<file path="config.mk">
export PLATFORM = sky130hd
export DESIGN_NAME = mic_combiner
export DESIGN_NICKNAME = d
export VERILOG_FILES = /design/src/mic_pkg.sv /design/src/mic_combiner.sv
export SDC_FILE = /design/constraint.sdc
export NUM_CORES = 1
export LEC_CHECK = 0
export BUFFER_PORTS_ARGS = -buffer_cell sky130_fd_sc_hd__buf_2
export CELL_PAD_IN_SITES_DETAIL_PLACEMENT = 0
export CELL_PAD_IN_SITES_GLOBAL_PLACEMENT = 1
export CORE_MARGIN = 4
export CORE_UTILIZATION = 42
export CTS_BUF_LIST = sky130_fd_sc_hd__clkbuf_8
export DETAILED_ROUTE_END_ITERATION = 7
export MAX_ROUTING_LAYER = met4
export PLACE_DENSITY_LB_ADDON = 0.08
export SETUP_SLACK_MARGIN = 0.05
export SYNTH_ARGS = -nofsm -noshare
export SYNTH_HDL_FRONTEND = slang
export SYNTH_SLANG_ARGS = --single-unit
</file>
<file path="constraint.sdc">
create_clock -name pclk -period 1.8 [get_ports pclk]
set_input_delay 0.36 -clock pclk [delete_from_list [all_inputs] [get_ports pclk]]
set_output_delay 0.36 -clock pclk [all_outputs]
set_load 0.01 [all_outputs]
</file>
<file path="src/mic_pkg.sv">
// package: register map, field positions and shared types of the interrupt combiner
package mic_pkg;
   // register indices (printed offsets are not all multiples of four)
   localparam logic [7:0] IDX_INTERRUPT_CONTROL = 8'h0B;
   localparam logic [7:0] IDX_PERIPHERAL_FLAGS = 8'h0C;
   localparam logic [7:0] IDX_PERIPHERAL_ENABLES = 8'h8C;
   localparam logic [7:0] IDX_CONTROL_AUX = 8'hF0; // polarity, analog select, change mask
   localparam logic [7:0] IDX_CORE_STATUS = 8'hF1; // request, wake, vector state
   localparam logic [7:0] IDX_PORT_VALUE = 8'hF2; // port read, refreshes change latch
   // interrupt control fields
   localparam int ICR_GIE = 7;
   localparam int ICR_PERIPHERAL_IRQ_ENABLE = 6;
   localparam int ICR_TIMER0_OVERFLOW_ENABLE = 5;
   localparam int ICR_EXTE = 4;
   localparam int ICR_PCE = 3;
   localparam int ICR_T0F = 2;
   localparam int ICR_EXTF = 1;
   localparam int ICR_PCF = 0;
   // peripheral flag and enable fields
   localparam int PF_NVM = 7;
   localparam int PF_CONV = 6;
   localparam int PF_CMP = 3;
   localparam int PF_TMR1 = 0;
   localparam logic [7:0] PF_MASK = 8'hC9; // implemented peripheral bits
   // aux control fields
   localparam int AUX_POL = 0; // edge_polarity_select
   localparam int AUX_ANALOG_SELECT_LSB = 8; // analog_select [13:8]
   localparam int AUX_MASK_LSB = 16; // change_pin_mask [21:16]
   localparam logic [7:0] RESET_BYTE = 8'h00;
   localparam logic [31:0] AUX_RESET = 32'h00000001;
   localparam logic [15:0] VECTOR_ADDR = 16'h0004;
   localparam logic [1:0] PH_Q1 = 2'h0;
   localparam logic [1:0] PH_Q2 = 2'h1;
   localparam logic [1:0] PH_Q3 = 2'h2;
   localparam logic [1:0] PH_Q4 = 2'h3;
   // peripheral event strobes travel together
   typedef struct packed {
      logic nvm_done;
      logic conv_done;
      logic comparator;
      logic timer1_ovf;
   } mic_periph_ev_t;
   // core handshake to sequencer
   typedef struct packed {
      logic irq_req;
      logic wake;
      logic vector_load;
      logic push_pc;
   } mic_core_out_t;
endpackage : mic_pkg

</file>
<file path="src/mic_combiner.sv">
// module: interrupt collection, gating and vectoring logic with an apb register slave
//
// Implementation choice: the APB interface to the registers.
`timescale 1ns/1ps
module mic_combiner #(
   parameter int PORT_W = 6,
   parameter int EXT_PIN = 2
) (
   input wire logic pclk,
   input wire logic presetn,
   input wire logic psel,
   input wire logic penable,
   input wire logic pwrite,
   input wire logic [11:0] paddr,
   input wire logic [31:0] pwdata,
   output logic [31:0] prdata,
   output logic pready,
   output logic pslverr,
   input wire logic [PORT_W-1:0] port_in,
   input wire logic [1:0] q_phase,
   input wire logic timer0_wrap,
   input wire mic_pkg::mic_periph_ev_t periph_ev,
   input wire logic sleeping,
   input wire logic return_from_irq_instr,
   input wire logic gie_clear_instr,
   output mic_pkg::mic_core_out_t core_out_q,
   output logic [15:0] vector_addr_q
);
   // control and flag registers
   logic [7:0] icr_q; // interrupt_control
   logic [7:0] pflag_q; // peripheral_flags
   logic [7:0] pen_q; // peripheral_enables
   logic [31:0] aux_q; // polarity, analog select, change mask
   logic [PORT_W-1:0] dig_in; // digital view of the port
   logic [PORT_W-1:0] last_port_q; // change latch
   logic ext_prev_q; // previous external level
   logic ext_edge, port_change, port_read, acc, wr;
   logic [7:0] idx;
   logic any_core, any_periph, req_now;
   logic [1:0] lat_q; // cycles left before vectoring
   logic gie_hold_q; // one cycle deferral after gie clear

   // decode a word address into its register index
   function automatic logic [7:0] reg_index(input logic [11:0] a);
      reg_index = a[9:2];
   endfunction : reg_index

   assign acc = psel && penable;
   assign wr = acc && pwrite;
   assign idx = reg_index(paddr);
   // port read is a read access at the port value register, taken in any phase
   assign port_read = acc && !pwrite && idx == mic_pkg::IDX_PORT_VALUE;

   // analog pins read zero through the digital path
   assign dig_in = port_in & ~aux_q[mic_pkg::AUX_ANALOG_SELECT_LSB +: PORT_W];
   // edge on the external pin in the chosen direction
   assign ext_edge = aux_q[mic_pkg::AUX_POL] ? (dig_in[EXT_PIN] && !ext_prev_q)
                                             : (!dig_in[EXT_PIN] && ext_prev_q);
   // a masked pin differing from its latch; a change hidden by a port value read may be lost
   assign port_change = |((dig_in ^ last_port_q) & aux_q[mic_pkg::AUX_MASK_LSB +: PORT_W])
                        && !port_read;

   // enabled flags combined into request and wake
   assign any_core = (icr_q[mic_pkg::ICR_EXTF] && icr_q[mic_pkg::ICR_EXTE])
                  || (icr_q[mic_pkg::ICR_T0F] && icr_q[mic_pkg::ICR_TIMER0_OVERFLOW_ENABLE])
                  || (icr_q[mic_pkg::ICR_PCF] && icr_q[mic_pkg::ICR_PCE]);
   assign any_periph = icr_q[mic_pkg::ICR_PERIPHERAL_IRQ_ENABLE] && |(pflag_q & pen_q & mic_pkg::PF_MASK);
   assign req_now = icr_q[mic_pkg::ICR_GIE] && !gie_hold_q && (any_core || any_periph);

   // apb slave: zero wait states, unmapped addresses answer with an error
   always_ff @(posedge pclk or negedge presetn) begin
      if (!presetn) begin
         pready <= 1'b0;
         pslverr <= 1'b0;
         prdata <= 32'h00000000;
      end else begin
         pready <= psel && !penable;
         pslverr <= 1'b0;
         if (psel && !penable) begin
            // setup cycle: prepare answer for the access cycle
            case (reg_index(paddr))
               mic_pkg::IDX_INTERRUPT_CONTROL: prdata <= {24'h000000, icr_q};
               mic_pkg::IDX_PERIPHERAL_FLAGS: prdata <= {24'h000000, pflag_q};
               mic_pkg::IDX_PERIPHERAL_ENABLES: prdata <= {24'h000000, pen_q};
               mic_pkg::IDX_CONTROL_AUX: prdata <= aux_q;
               mic_pkg::IDX_CORE_STATUS: prdata <= {28'h0000000, core_out_q};
               mic_pkg::IDX_PORT_VALUE: prdata <= {{(32-PORT_W){1'b0}}, dig_in};
               default: begin
                  prdata <= 32'h00000000;
                  pslverr <= 1'b1;
               end
            endcase
         end
      end
   end

   // interrupt control: hardware sets win over software writes
   always_ff @(posedge pclk or negedge presetn) begin
      if (!presetn) begin
         icr_q <= mic_pkg::RESET_BYTE;
      end else begin
         logic [7:0] nx;
         nx = icr_q;
         if (wr && pready && idx == mic_pkg::IDX_INTERRUPT_CONTROL) begin
            nx = pwdata[7:0]; // flags cleared only by software
         end
         if (gie_clear_instr) begin
            nx[mic_pkg::ICR_GIE] = 1'b0;
         end
         if (return_from_irq_instr) begin
            nx[mic_pkg::ICR_GIE] = 1'b1;
         end
         if (lat_q == 2'd1) begin
            nx[mic_pkg::ICR_GIE] = 1'b0;
         end
         // pin flag only taken in q4/q1, so it is stable when sampled at q1
         if (ext_edge && (q_phase == mic_pkg::PH_Q4 || q_phase == mic_pkg::PH_Q1)) begin
            nx[mic_pkg::ICR_EXTF] = 1'b1;
         end
         if (timer0_wrap) begin
            nx[mic_pkg::ICR_T0F] = 1'b1;
         end
         if (port_change) begin
            nx[mic_pkg::ICR_PCF] = 1'b1;
         end
         icr_q <= nx;
      end
   end

   // peripheral flags: events set, software clears
   always_ff @(posedge pclk or negedge presetn) begin
      if (!presetn) begin
         pflag_q <= mic_pkg::RESET_BYTE;
      end else begin
         logic [7:0] nf;
         nf = pflag_q;
         if (wr && pready && idx == mic_pkg::IDX_PERIPHERAL_FLAGS) begin
            nf = pwdata[7:0] & mic_pkg::PF_MASK;
         end
         nf[mic_pkg::PF_CONV] = nf[mic_pkg::PF_CONV] | periph_ev.conv_done;
         nf[mic_pkg::PF_NVM] = nf[mic_pkg::PF_NVM] | periph_ev.nvm_done;
         nf[mic_pkg::PF_CMP] = nf[mic_pkg::PF_CMP] | periph_ev.comparator;
         nf[mic_pkg::PF_TMR1] = nf[mic_pkg::PF_TMR1] | periph_ev.timer1_ovf;
         pflag_q <= nf;
      end
   end

   // enables and auxiliary control, written by software only
   always_ff @(posedge pclk or negedge presetn) begin
      if (!presetn) begin
         pen_q <= mic_pkg::RESET_BYTE;
         aux_q <= mic_pkg::AUX_RESET;
      end else if (wr && pready) begin
         if (idx == mic_pkg::IDX_PERIPHERAL_ENABLES) begin
            pen_q <= pwdata[7:0] & mic_pkg::PF_MASK;
         end
         if (idx == mic_pkg::IDX_CONTROL_AUX) begin
            aux_q <= pwdata;
         end
      end
   end

   // edge and change history
   always_ff @(posedge pclk or negedge presetn) begin
      if (!presetn) begin
         ext_prev_q <= 1'b0;
         last_port_q <= '0;
      end else begin
         ext_prev_q <= dig_in[EXT_PIN];
         if (port_read) begin
            last_port_q <= dig_in;
         end
      end
   end

   // deferral: a gie clear hides a request due next cycle; flags stay pending
   always_ff @(posedge pclk or negedge presetn) begin
      if (!presetn) begin
         gie_hold_q <= 1'b0;
      end else begin
         gie_hold_q <= gie_clear_instr;
      end
   end

   // latency counter: request seen at q1, vector after fixed further cycles
   always_ff @(posedge pclk or negedge presetn) begin
      if (!presetn) begin
         lat_q <= 2'd0;
      end else if (lat_q != 2'd0) begin
         lat_q <= lat_q - 2'd1;
      end else if (req_now && q_phase == mic_pkg::PH_Q1 && !gie_clear_instr) begin
         lat_q <= 2'd3;
      end
   end

   // outputs to sequencer, all registered
   always_ff @(posedge pclk or negedge presetn) begin
      if (!presetn) begin
         core_out_q <= '0;
         vector_addr_q <= 16'h0000;
      end else begin
         core_out_q.irq_req <= req_now;
         core_out_q.wake <= sleeping && (any_core || any_periph);
         core_out_q.vector_load <= lat_q == 2'd1;
         core_out_q.push_pc <= lat_q == 2'd1;
         vector_addr_q <= mic_pkg::VECTOR_ADDR;
      end
   end

   // checks
   ext_flag_set_a: assert property (@(posedge pclk) disable iff (!presetn)
      ext_edge && q_phase == mic_pkg::PH_Q1 |=> icr_q[mic_pkg::ICR_EXTF])
      else $error("pin edge did not set flag");
   t0_flag_set_a: assert property (@(posedge pclk) disable iff (!presetn)
      timer0_wrap |=> icr_q[mic_pkg::ICR_T0F]) else $error("timer0 flag lost");
   conv_flag_set_a: assert property (@(posedge pclk) disable iff (!presetn)
      periph_ev.conv_done |=> pflag_q[mic_pkg::PF_CONV]) else $error("conv flag lost");
   ext_gate_a: assert property (@(posedge pclk) disable iff (!presetn)
      !icr_q[mic_pkg::ICR_EXTE] && !icr_q[mic_pkg::ICR_TIMER0_OVERFLOW_ENABLE] && !icr_q[mic_pkg::ICR_PCE]
      && !icr_q[mic_pkg::ICR_PERIPHERAL_IRQ_ENABLE] |=> !core_out_q.irq_req)
      else $error("request while disabled");
   vec_clear_a: assert property (@(posedge pclk) disable iff (!presetn)
      lat_q == 2'd1 && !return_from_irq_instr |=> !icr_q[mic_pkg::ICR_GIE]
      && core_out_q.vector_load) else $error("vector without gie clear");
   vec_latency_a: assert property (@(posedge pclk) disable iff (!presetn)
      $rose(lat_q == 2'd3) |-> ##3 core_out_q.vector_load)
      else $error("vector latency wrong");
   reti_gie_a: assert property (@(posedge pclk) disable iff (!presetn)
      return_from_irq_instr && lat_q != 2'd1 |=> icr_q[mic_pkg::ICR_GIE])
      else $error("return did not set gie");
   defer_a: assert property (@(posedge pclk) disable iff (!presetn)
      gie_clear_instr && lat_q == 2'd0 |=> !core_out_q.vector_load ##1 !core_out_q.irq_req)
      else $error("interrupt not deferred");
   cov_vector_c: cover property (@(posedge pclk) disable iff (!presetn) core_out_q.vector_load);
   cov_wake_c: cover property (@(posedge pclk) disable iff (!presetn) core_out_q.wake);
   cov_change_c: cover property (@(posedge pclk) disable iff (!presetn) port_change);
endmodule : mic_combiner

</file>
==> results of run 1 <==
==> state kept, by name (all words and copies together), names as in the netlist <==
signal and cells:
aux_q 32, gie_hold_q 1, pready 1, pen_q 4, vector_addr_q 1, pflag_q 4, ext_prev_q 1, prdata 32
core_out_q 3, icr_q 8, pslverr 1, lat_q 2, last_port_q 6
==> power by group <==
part | switching, uW | total, uW | leakage (uW) | internal [uW]
combinational | 251 | 469 | 0.00138 | 218
sequential | 48.3 | 2270 | 0.00129 | 2220
clock | 823 | 1350 | 0.0000929 | 530
total | 1120 | 4090 | 0.00276 | 2970
==> cells in the final DEF (no fill, tap or decap), drive strengths merged, types with 2 or more instances in the layout <==
cell type  count
xor2           6
nor3b          2
conb          16
nor2b         14
mux2          48
clkbuf         9
nand2b         4
nor2           5
o21ai         16
a211o          5
a22oi         10
and3           4
nor4           2
buf          131
a21oi          5
inv           11
dfrtp         95
nand2         17
mux2i         10
nor3           4
a22o          24
ha             3
nand3          4
==> worst max path at each step <==
stage	to
CTS	lat_q[0]
global placement	last_port_q[2]
floorplan	last_port_q[0]
global route	prdata[2]
detailed placement	last_port_q[2]
finish	lat_q[0]
==> synthesized netlist by cell type, types with 6 or more instances <==
cell type   n  area [um2]
dfrtp_1    95        2380
mux2_2     48         541
a22o_1     24         210
buf_4      17         128
nand2_1    17        63.8
o21ai_0    16        80.1
nor2b_1    14        87.6
a22oi_1    10        75.1
clkbuf_1   10        37.5
mux2i_1    10         100
buf_2       6        30.0
inv_1       6        22.5
xor2_1      6        52.6
==> metal layers <==
metal	wire (um)	part of all wire [%]	global-route usage, %
met5	0	0	-
met2	4410	44	27.2
met4	99	0.99	6.22
met3	604	6.1	3.08
met1	4860	49	26.7
==> worst max-delay path, cell delays in order, from the launching register on <==
cell      delay [ns]
dfrtp_1         0.41
a222oi_1        0.35
a21boi_0        0.32
buf_4           0.18
nor3b_1         0.06
a31o_2          0.23
==> per-stage QoR <==
step / std cells / TNS, ns / total power, uW / utilization [%]
finish: 599 / 0 / 4090 / 53.8
global route: 599 / 0 / 4300 / 53.8
CTS: 599 / 0 / 4150 / 53.8
detailed placement: 582 / -1.22 / 2780 / 51.9
global placement: 582 / -0.779 / 2770 / 51.9
floorplan: 352 / -0.648 / 2580 / -
==> cells by family after synthesis <==
group | synth area share [%]
adder cells (fa/ha/maj) | 0.879
AO/OA/AOI/OAI | 12.0
other | 0.176
multiplexers | 15.0
buffers and inverters | 5.19
AND/OR/NAND/NOR | 9.06
XOR/XNOR | 1.44
flip-flops | 56.3
==> area by class of cell <==
cell class / instances / area (um2) / share of cell area, %
flip-flops and latches: 96 / 2400 / 45.5
multi-input cells: 216 / 1710 / 32.4
repair buffers: 132 / 798 / 15.1
well taps: 133 / 166 / 3.15
clock buffers: 9 / 124 / 2.34
clock inverters: 7 / 58.8 / 1.11
inverters: 6 / 22.5 / 0.426
==> results.ini, run 1 <==
[synth]
synth_edf_count = 0
ys_ff_latch = 96
postSynthCellCount = 338
ys_seq_area_share_pct = 56.3
ys_types = 45
async_flop_share_pct = 100
syn-cell-area_um2 = 4270
yosysWarningCount = 0
avgSynthCellArea_um2 = 12.6
synth-main-ff-cell = dfrtp_1

[sta]
finalSetupViolations = 0
maxSlewHeadroom_pct = 66.1
clock_skew_ns = 0.0174
hold_violations = 0
slew_violations = 0
hold_ws_ns = 0.147
min_period_ns = 1.63
finalWorstSetupSlack_ns = 0.168
finalCritPeriodShare_pct = 90.7
rsz0062_at_grt = false
fmax_mhz = 613
worstMarginPinSlew_ns = 0.509

[critical_path]
path_class = flip-flop to flip-flop
cp.required_ns = 2.06
setup.worst_path.start = icr_q[2]
reg2regPathDepth = 5
crit_path_start_kind = flip-flop
crit_fanout = 3
r2r_start = icr_q[2]
end_kind = flip-flop
cp.arrival_ns = 1.89
regToRegEndpoint = lat_q[0]
rrSetupSlack_ns = 0.17

[drt]
first_iter_violations = 148
vias = 3052
drt-pass1-iter-count = 4
drc = 0
routed_wl_um = 9970
wl_per_cell_um = 16.6
routed_via_density = 5.10
ant_nets = 0

[pwr]
powerDensity_nw_per_um2 = 773
worst_ir_drop_vdd_uv = 495
power_leakage_uw = 0.00276

[placed_design]
place_ws_ns = -0.155
placed_area_um2 = 5090
place.gp.congestion = 0.869
dp_hpwl_um = 7470
portBuffers = 99

[status]
status = finished clean

[finish]
fin_nets = 529
drive_above_1_share_pct = 43.6
diodes = 0
syn2layout_area_growth_pct = 23.9
fin_area_um2 = 5290
num-fill-cells = 921

[job]
maxCapViolations = 0

[floorplanning]
core_um2 = 9820
start_util_pct = 43.5
die_h_um = 109
die_area_um2 = 11800
ios = 119
num_rows = 36
die_w_um = 109

[cts]
clk_pin_slew_ns = 0.10
cts_resized = 0
cts_buffer_depth = 2
htreeDepth = 3
root_buffer = clkbuf_8
postCtsSetupRepairBufs = 0
clk_latency_ns = 0.37
cts_buffers = 9
cts_tree = done
postCtsHoldBufs = 1
clock_sinks = 96

[worst_hold_path]
min_to = gie_hold_q
hp-class = input pin to flip-flop
holdCritStartpoint = gie_clear_instr
holdPathStages = 1

[grt]
grt_pass1_wl_um = 16500
track_usage_pct = 18.7
grt_max_degree = 38
antenna_found_initial = 0
gr-total-overflow = 0
grt_pass1_vias = 3115

(Power assumes the default switching activity.)
==> run 2: changes to the inputs <==
Settings changed: CELL_PAD_IN_SITES_DETAIL_PLACEMENT 0 to not set, CELL_PAD_IN_SITES_GLOBAL_PLACEMENT 1 to not set, CORE_UTILIZATION 42 to 25, PLACE_DENSITY set to 0.55, PLACE_DENSITY_LB_ADDON 0.08 to not set.
==> run 2 against run 1 <==
Wire length rose by 12%. Die area rose by 62%. Highest routed layer unchanged. Clock power is 12% higher. Worst setup slack better by 0.073 ns. Maximum frequency rose by 4.7%. Via count grew 0.16%. Register-to-register slack improved by 0.07 ns. Critical path depth unchanged.
==> results.ini, run 2 (synthesized netlist as in run 1, its figures left out) <==
[cts]
clock_sinks = 96  ; unchanged
cts_buffers = 9  ; unchanged
cts_buffer_depth = 2  ; unchanged
htreeDepth = 3  ; unchanged
clk_pin_slew_ns = 0.10  ; about the same
cts_tree = done
postCtsHoldBufs = 1  ; unchanged
root_buffer = clkbuf_8
cts_resized = 0  ; unchanged
clk_latency_ns = 0.37  ; about the same
postCtsSetupRepairBufs = 0  ; unchanged

[worst_hold_path]
hp-class = input pin to flip-flop

[sta]
clock_skew_ns = 0.0123  ; -0.00502 ns
fmax_mhz = 641  ; +4.7%
hold_violations = 0  ; unchanged
maxSlewHeadroom_pct = 65.2  ; -0.82 points
slew_violations = 0  ; unchanged
finalSetupViolations = 0  ; unchanged
finalCritPeriodShare_pct = 86.6  ; -4.0 points
finalWorstSetupSlack_ns = 0.241  ; +0.0726 ns
min_period_ns = 1.56  ; -0.0726 ns
rsz0062_at_grt = false
worstMarginPinSlew_ns = 0.521  ; +0.0122 ns

[floorplanning]
core_um2 = 16600  ; +69%
num_rows = 47  ; +31%
ios = 119  ; unchanged
die_area_um2 = 19200  ; +62%
start_util_pct = 25.7  ; -18 points
die_w_um = 139  ; +27%
die_h_um = 139  ; +27%

[job]
maxCapViolations = 0  ; unchanged

[drt]
drt-pass1-iter-count = 4  ; unchanged
wl_per_cell_um = 16.3  ; -2.2%
routed_wl_um = 11200  ; +12%
routed_via_density = 4.46  ; -12%
wl_met1_um = 5180  ; +6.6%
met2_length_um = 5140  ; +17%
drc = 0  ; unchanged
first_iter_violations = 153  ; +3.4%
routed-wl-met3_um = 515  ; -15%
ant_nets = 0  ; unchanged
routed.top_layer = met4
vias = 3057  ; +0.16%

[finish]
final_common_cell = buf_2
drive_above_1_share_pct = 43.4  ; -0.15 points
finalNonFillerCells = 685  ; +14%
largest_registers = aux_q x32, prdata x32, icr_q x8
syn2layout_area_growth_pct = 26.8
fin_area_um2 = 5410  ; +2.3%
mostFrequentLayoutCells = 98 x buf_2, 95 x dfrtp_1, 47 x mux2_2, 26 x buf_4, 24 x a22o_1
fin_nets = 526  ; -0.57%

[critical_path]
crit_fanout = 3  ; unchanged
cp.required_ns = 2.06  ; about the same
regToRegEndpoint = lat_q[0]
end_kind = flip-flop
crit_path_start_kind = flip-flop
rrSetupSlack_ns = 0.24  ; +0.07 ns
reg2regPathDepth = 5  ; unchanged
path_class = flip-flop to flip-flop
cpMaxStageDelayCell = dfrtp_1
slowest_delay_ns = 0.42  ; about the same
setup.worst_path.start = icr_q[5]
r2r_start = icr_q[5]
crit_chain = a222oi_1 -> a21boi_0 -> buf_4 -> nor3b_1 -> a31o_2
worstSetupEndpoint = lat_q[0]
cp.arrival_ns = 1.82  ; -0.07 ns

[pwr]
power_leakage_uw = 0.00277  ; +0.15%
power.share.clock_pct = 35.5  ; +2.4 points
power_frac_seq_pct = 53.2  ; -2.2 points
worst_ir_drop_vdd_uv = 284  ; -43%
powerDensity_nw_per_um2 = 788  ; +1.9%
intPower_uw = 3160  ; +6.7%
p_comb_share_pct = 11.3  ; -0.2 points
p_switching_uw = 1100  ; -2.0%
swShare_pct = 25.8  ; -1.7 points

[grt]
grt_pass1_wl_um = 17800  ; +8.0%
grt_max_degree = 44  ; +16%
track_usage_pct = 12.1  ; -6.6 points
grt_pass1_vias = 3281  ; +5.3%
antenna_found_initial = 2  ; +2
gr-total-overflow = 0  ; unchanged

[placed_design]
portBuffers = 99  ; unchanged
dp_cells = 666  ; +14%
placed_area_um2 = 5180  ; +1.7%
dp_hpwl_um = 8300  ; +11%
place_ws_ns = -0.155  ; -0.000315 ns
place.gp.congestion = 0.809  ; -6.9%

[status]
status = finished clean

==> run 2: cell count changes in the layout (fill, tap and decap cells not counted), moves of 2 or more <==
cell	previous run	this run
inv_6	4	2
diode_2	0	2
clkbuf_8	9	11
buf_4	29	26
==> run 2: worst max-delay path: cells and delay by family, from the launching register on <==
family	cells	cell delay, ns
AO/OA/AOI/OAI	3	0.81
buffers and inverters	1	0.17
flip-flops	1	0.42
AND/OR/NAND/NOR	1	0.05
==> run 2: worst min path at each step <==
stage | slack [ns] | cells past startpoint | to | startpoint
6_report | 0.13 | 1 | gie_hold_q | gie_clear_instr
5_1_grt | 0.12 | 1 | gie_hold_q | gie_clear_instr
4_1_cts | 0.10 | 1 | gie_hold_q | gie_clear_instr
3_5_place_dp | 0.38 | 1 | prdata[6] | presetn
3_3_place_gp | 0.37 | 1 | prdata[7] | presetn
2_1_floorplan | 0.06 | 0 | aux_q[10] | presetn
==> run 2: metal layers <==
| layer | global-route usage (%) | vias to the layer above |
|---|---|---|
| li1 | - | 1429 |
| met1 | 15.0 | 1517 |
| met2 | 18.8 | 88 |
| met3 | 2.83 | 23 |
| met4 | 5.51 | 0 |
| met5 | - | - |
==> run 2: final cells by class <==
cell class / count / area [um2]
Clock inverter: 5 / 61.3
Antenna cell: 2 / 5.00
Clock buffer: 11 / 151
Inverter: 6 / 22.5
Timing Repair Buffer: 129 / 776
Multi-Input combinational cell: 216 / 1720
Sequential cell: 96 / 2400
Tap cell: 220 / 275
Fill cell: 1701 / 11200
==> run 2: power by group through the flow <==
stage	Sequential [uW]	Combinational (uW)	Clock, uW
6_report	2270	482	1510
3_5_place_dp	2310	489	0
4_1_cts	2270	495	1600
3_3_place_gp	2310	466	0
2_1_floorplan	2300	278	0
5_1_grt	2280	544	1680
==> run 2: metrics by stage <==
step	hold WS [ns]	utilization (%)	power [uW]	setup TNS [ns]
finish	0.135	32.5	4260	0
global route	0.124	32.5	4500	0
CTS	0.105	32.5	4360	0
detailed placement	0.376	31.1	2800	-1.16
global placement	0.372	31.1	2780	-0.892
floorplan	0.0644	-	2580	-0.648
==> run 3: changes to the inputs <==
Settings changed: BUFFER_PORTS_ARGS -buffer_cell sky130_fd_sc_hd__buf_2 to -buffer_cell sky130_fd_sc_hd__buf_4, PLACE_DENSITY 0.55 to 0.51.
==> run 3 against run 2 <==
Final cell count decreased by 0.88%. Critical path depth unchanged. Clock power fell by 5%. Sequential power is essentially flat. Register-to-register slack worse by 0.04 ns. Global-route usage decreased by 0.053 points. Power fell by 1.2%. Core utilization increased by 1.1 points. Combinational power rose by 7.5%. Critical path type unchanged.
==> results.ini, run 3 (synthesized netlist as in run 1, its figures left out) <==
[drt]
routed_wl_um = 11100  ; -0.13%
wl_per_cell_um = 16.4  ; +0.75%
routed_via_density = 4.46  ; -0.17%
drt-pass1-iter-count = 5  ; +1
vias = 3025  ; -1.0%
first_iter_violations = 106  ; -31%
ant_nets = 0  ; unchanged
drc = 0  ; unchanged

[grt]
grt_pass1_vias = 3226  ; -1.7%
gr-total-overflow = 0  ; unchanged
track_usage_pct = 12.0  ; -0.053 points
antenna_found_initial = 0  ; -2
grt_max_degree = 38  ; -14%
grt_pass1_wl_um = 17800  ; -0.15%

[cts]
root_buffer = clkbuf_8
postCtsSetupRepairBufs = 0  ; unchanged
htreeDepth = 3  ; unchanged
clk_latency_ns = 0.36  ; about the same
clock_sinks = 96  ; unchanged
cts_buffer_depth = 2  ; unchanged
clk_pin_slew_ns = 0.09  ; about the same
cts_tree = done
cts_buffers = 9  ; unchanged

[floorplanning]
core_um2 = 16600  ; unchanged
die_w_um = 139  ; unchanged
num_rows = 47  ; unchanged
die_area_um2 = 19200  ; unchanged
die_h_um = 139  ; unchanged
start_util_pct = 25.7  ; unchanged
ios = 119  ; unchanged

[finish]
mostFrequentLayoutCells = 122 x buf_4, 95 x dfrtp_1, 47 x mux2_2, 24 x a22o_1, 17 x nand2_1
final_common_cell = buf_4
fin_nets = 523  ; -0.57%
diodes = 0  ; -2
fin_util_pct = 33.6  ; +1.1 points
syn2layout_area_growth_pct = 31.0
largest_registers = aux_q x32, prdata x32, icr_q x8
drive_above_1_share_pct = 42.7  ; -0.71 points

[critical_path]
cp.arrival_ns = 1.86  ; +0.04 ns
cp.required_ns = 2.06  ; about the same
regToRegEndpoint = lat_q[0]
slowest_delay_ns = 0.41  ; about the same
reg2regPathDepth = 5  ; unchanged
cpMaxStageDelayCell = dfrtp_1
rrSetupSlack_ns = 0.20  ; -0.04 ns
crit_path_start_kind = flip-flop
path_class = flip-flop to flip-flop
crit_fanout = 3  ; unchanged
r2r_start = icr_q[2]
end_kind = flip-flop
crit_chain = a222oi_1 -> a21boi_0 -> buf_4 -> nor3b_1 -> a31o_2

[sta]
maxSlewHeadroom_pct = 65.8  ; +0.57 points
finalSetupViolations = 0  ; unchanged
finalCritPeriodShare_pct = 88.8  ; +2.2 points
hold_violations = 0  ; unchanged
fmax_mhz = 625  ; -2.5%
hold_ws_ns = 0.118  ; -0.0170 ns
slew_violations = 0  ; unchanged
worstMarginPinSlew_ns = 0.513  ; -0.00857 ns
min_period_ns = 1.60  ; +0.0396 ns
rsz0062_at_grt = false
clock_skew_ns = 0.00920  ; -0.00314 ns

[worst_hold_path]
hp-class = input pin to flip-flop
holdPathStages = 1  ; unchanged
holdCritStartpoint = gie_clear_instr
min_to = gie_hold_q

[placed_design]
dp_hpwl_um = 8420  ; +1.5%
portBuffers = 99  ; unchanged
place.gp.congestion = 0.891  ; +10%

[pwr]
powerDensity_nw_per_um2 = 753  ; -4.4%
worst_ir_drop_vdd_uv = 432  ; +52%
power_leakage_uw = 0.00278  ; +0.46%

[status]
status = finished clean

[job]
maxCapViolations = 0  ; unchanged

==> run 3: final cells by class <==
cell class,instances,area (um2)
fill,1734,11000
inverter,6,22.5
tap,220,275
sequential,96,2400
timing repair buffer,126,986
clock buffer,9,124
multi-input combinational,216,1710
clock inverter,6,68.8
==> run 3: metrics by stage <==
stage | setup slack [ns] | cell area (um2) | setup TNS (ns) | total power (uW) | cells
CTS | 0.148 | 5590 | 0 | 4290 | 679
detailed placement | -0.117 | 5390 | -0.648 | 2840 | 663
floorplan | -0.115 | 4350 | -0.648 | 2580 | 352
finish | 0.201 | 5590 | 0 | 4210 | 679
global route | 0.0697 | 5590 | 0 | 4440 | 679
global placement | -0.110 | 5390 | -0.620 | 2810 | 663
==> run 3: worst max path at each step <==
stage               slack (ns)  startpoint        endpoint  cells past startpoint
floorplan                -0.12    paddr[9]  last_port_q[0]                      6
global placement         -0.11    paddr[8]  last_port_q[2]                      6
detailed placement       -0.12    paddr[8]  last_port_q[3]                      6
CTS                       0.15    icr_q[2]        lat_q[0]                      5
global route              0.07    icr_q[2]        lat_q[1]                      5
finish                    0.20    icr_q[2]        lat_q[0]                      5
==> run 3: power by group <==
group | total [uW] | internal (uW) | switching [uW]
combinational | 518 | 259 | 259
clock | 1430 | 642 | 785
sequential | 2270 | 2220 | 49.9
==> run 3: per-layer routing <==
metal  track usage [%]  routed length [um]  up-vias  part of all wire, %
li1                  -                   -     1416                    -
met1              15.8                5030     1484                   45
met2              18.1                5090      109                   46
met3              3.24                 834       16                  7.5
met4              4.12                 188        0                  1.7
met5                 -                   0        -                    0
==> run 3: timing repair <==
| action | 4_1_cts | 5_1_grt |
|---|---|---|
| hold buffers | 1 | 0 |
| resized for setup | 0 | 0 |
| endpoints found under the setup margin | 0 | 0 |
| hold endpoints to repair | 33 | 0 |
==> run 3: worst max-delay path: cells and delay by family, from the launching register on <==
| kind | cells | cell delay (ns) |
|---|---|---|
| AOI/OAI and AO/OA | 3 | 0.87 |
| buffers and inverters | 1 | 0.17 |
| DFF | 1 | 0.41 |
| and+or+nand+nor | 1 | 0.05 |
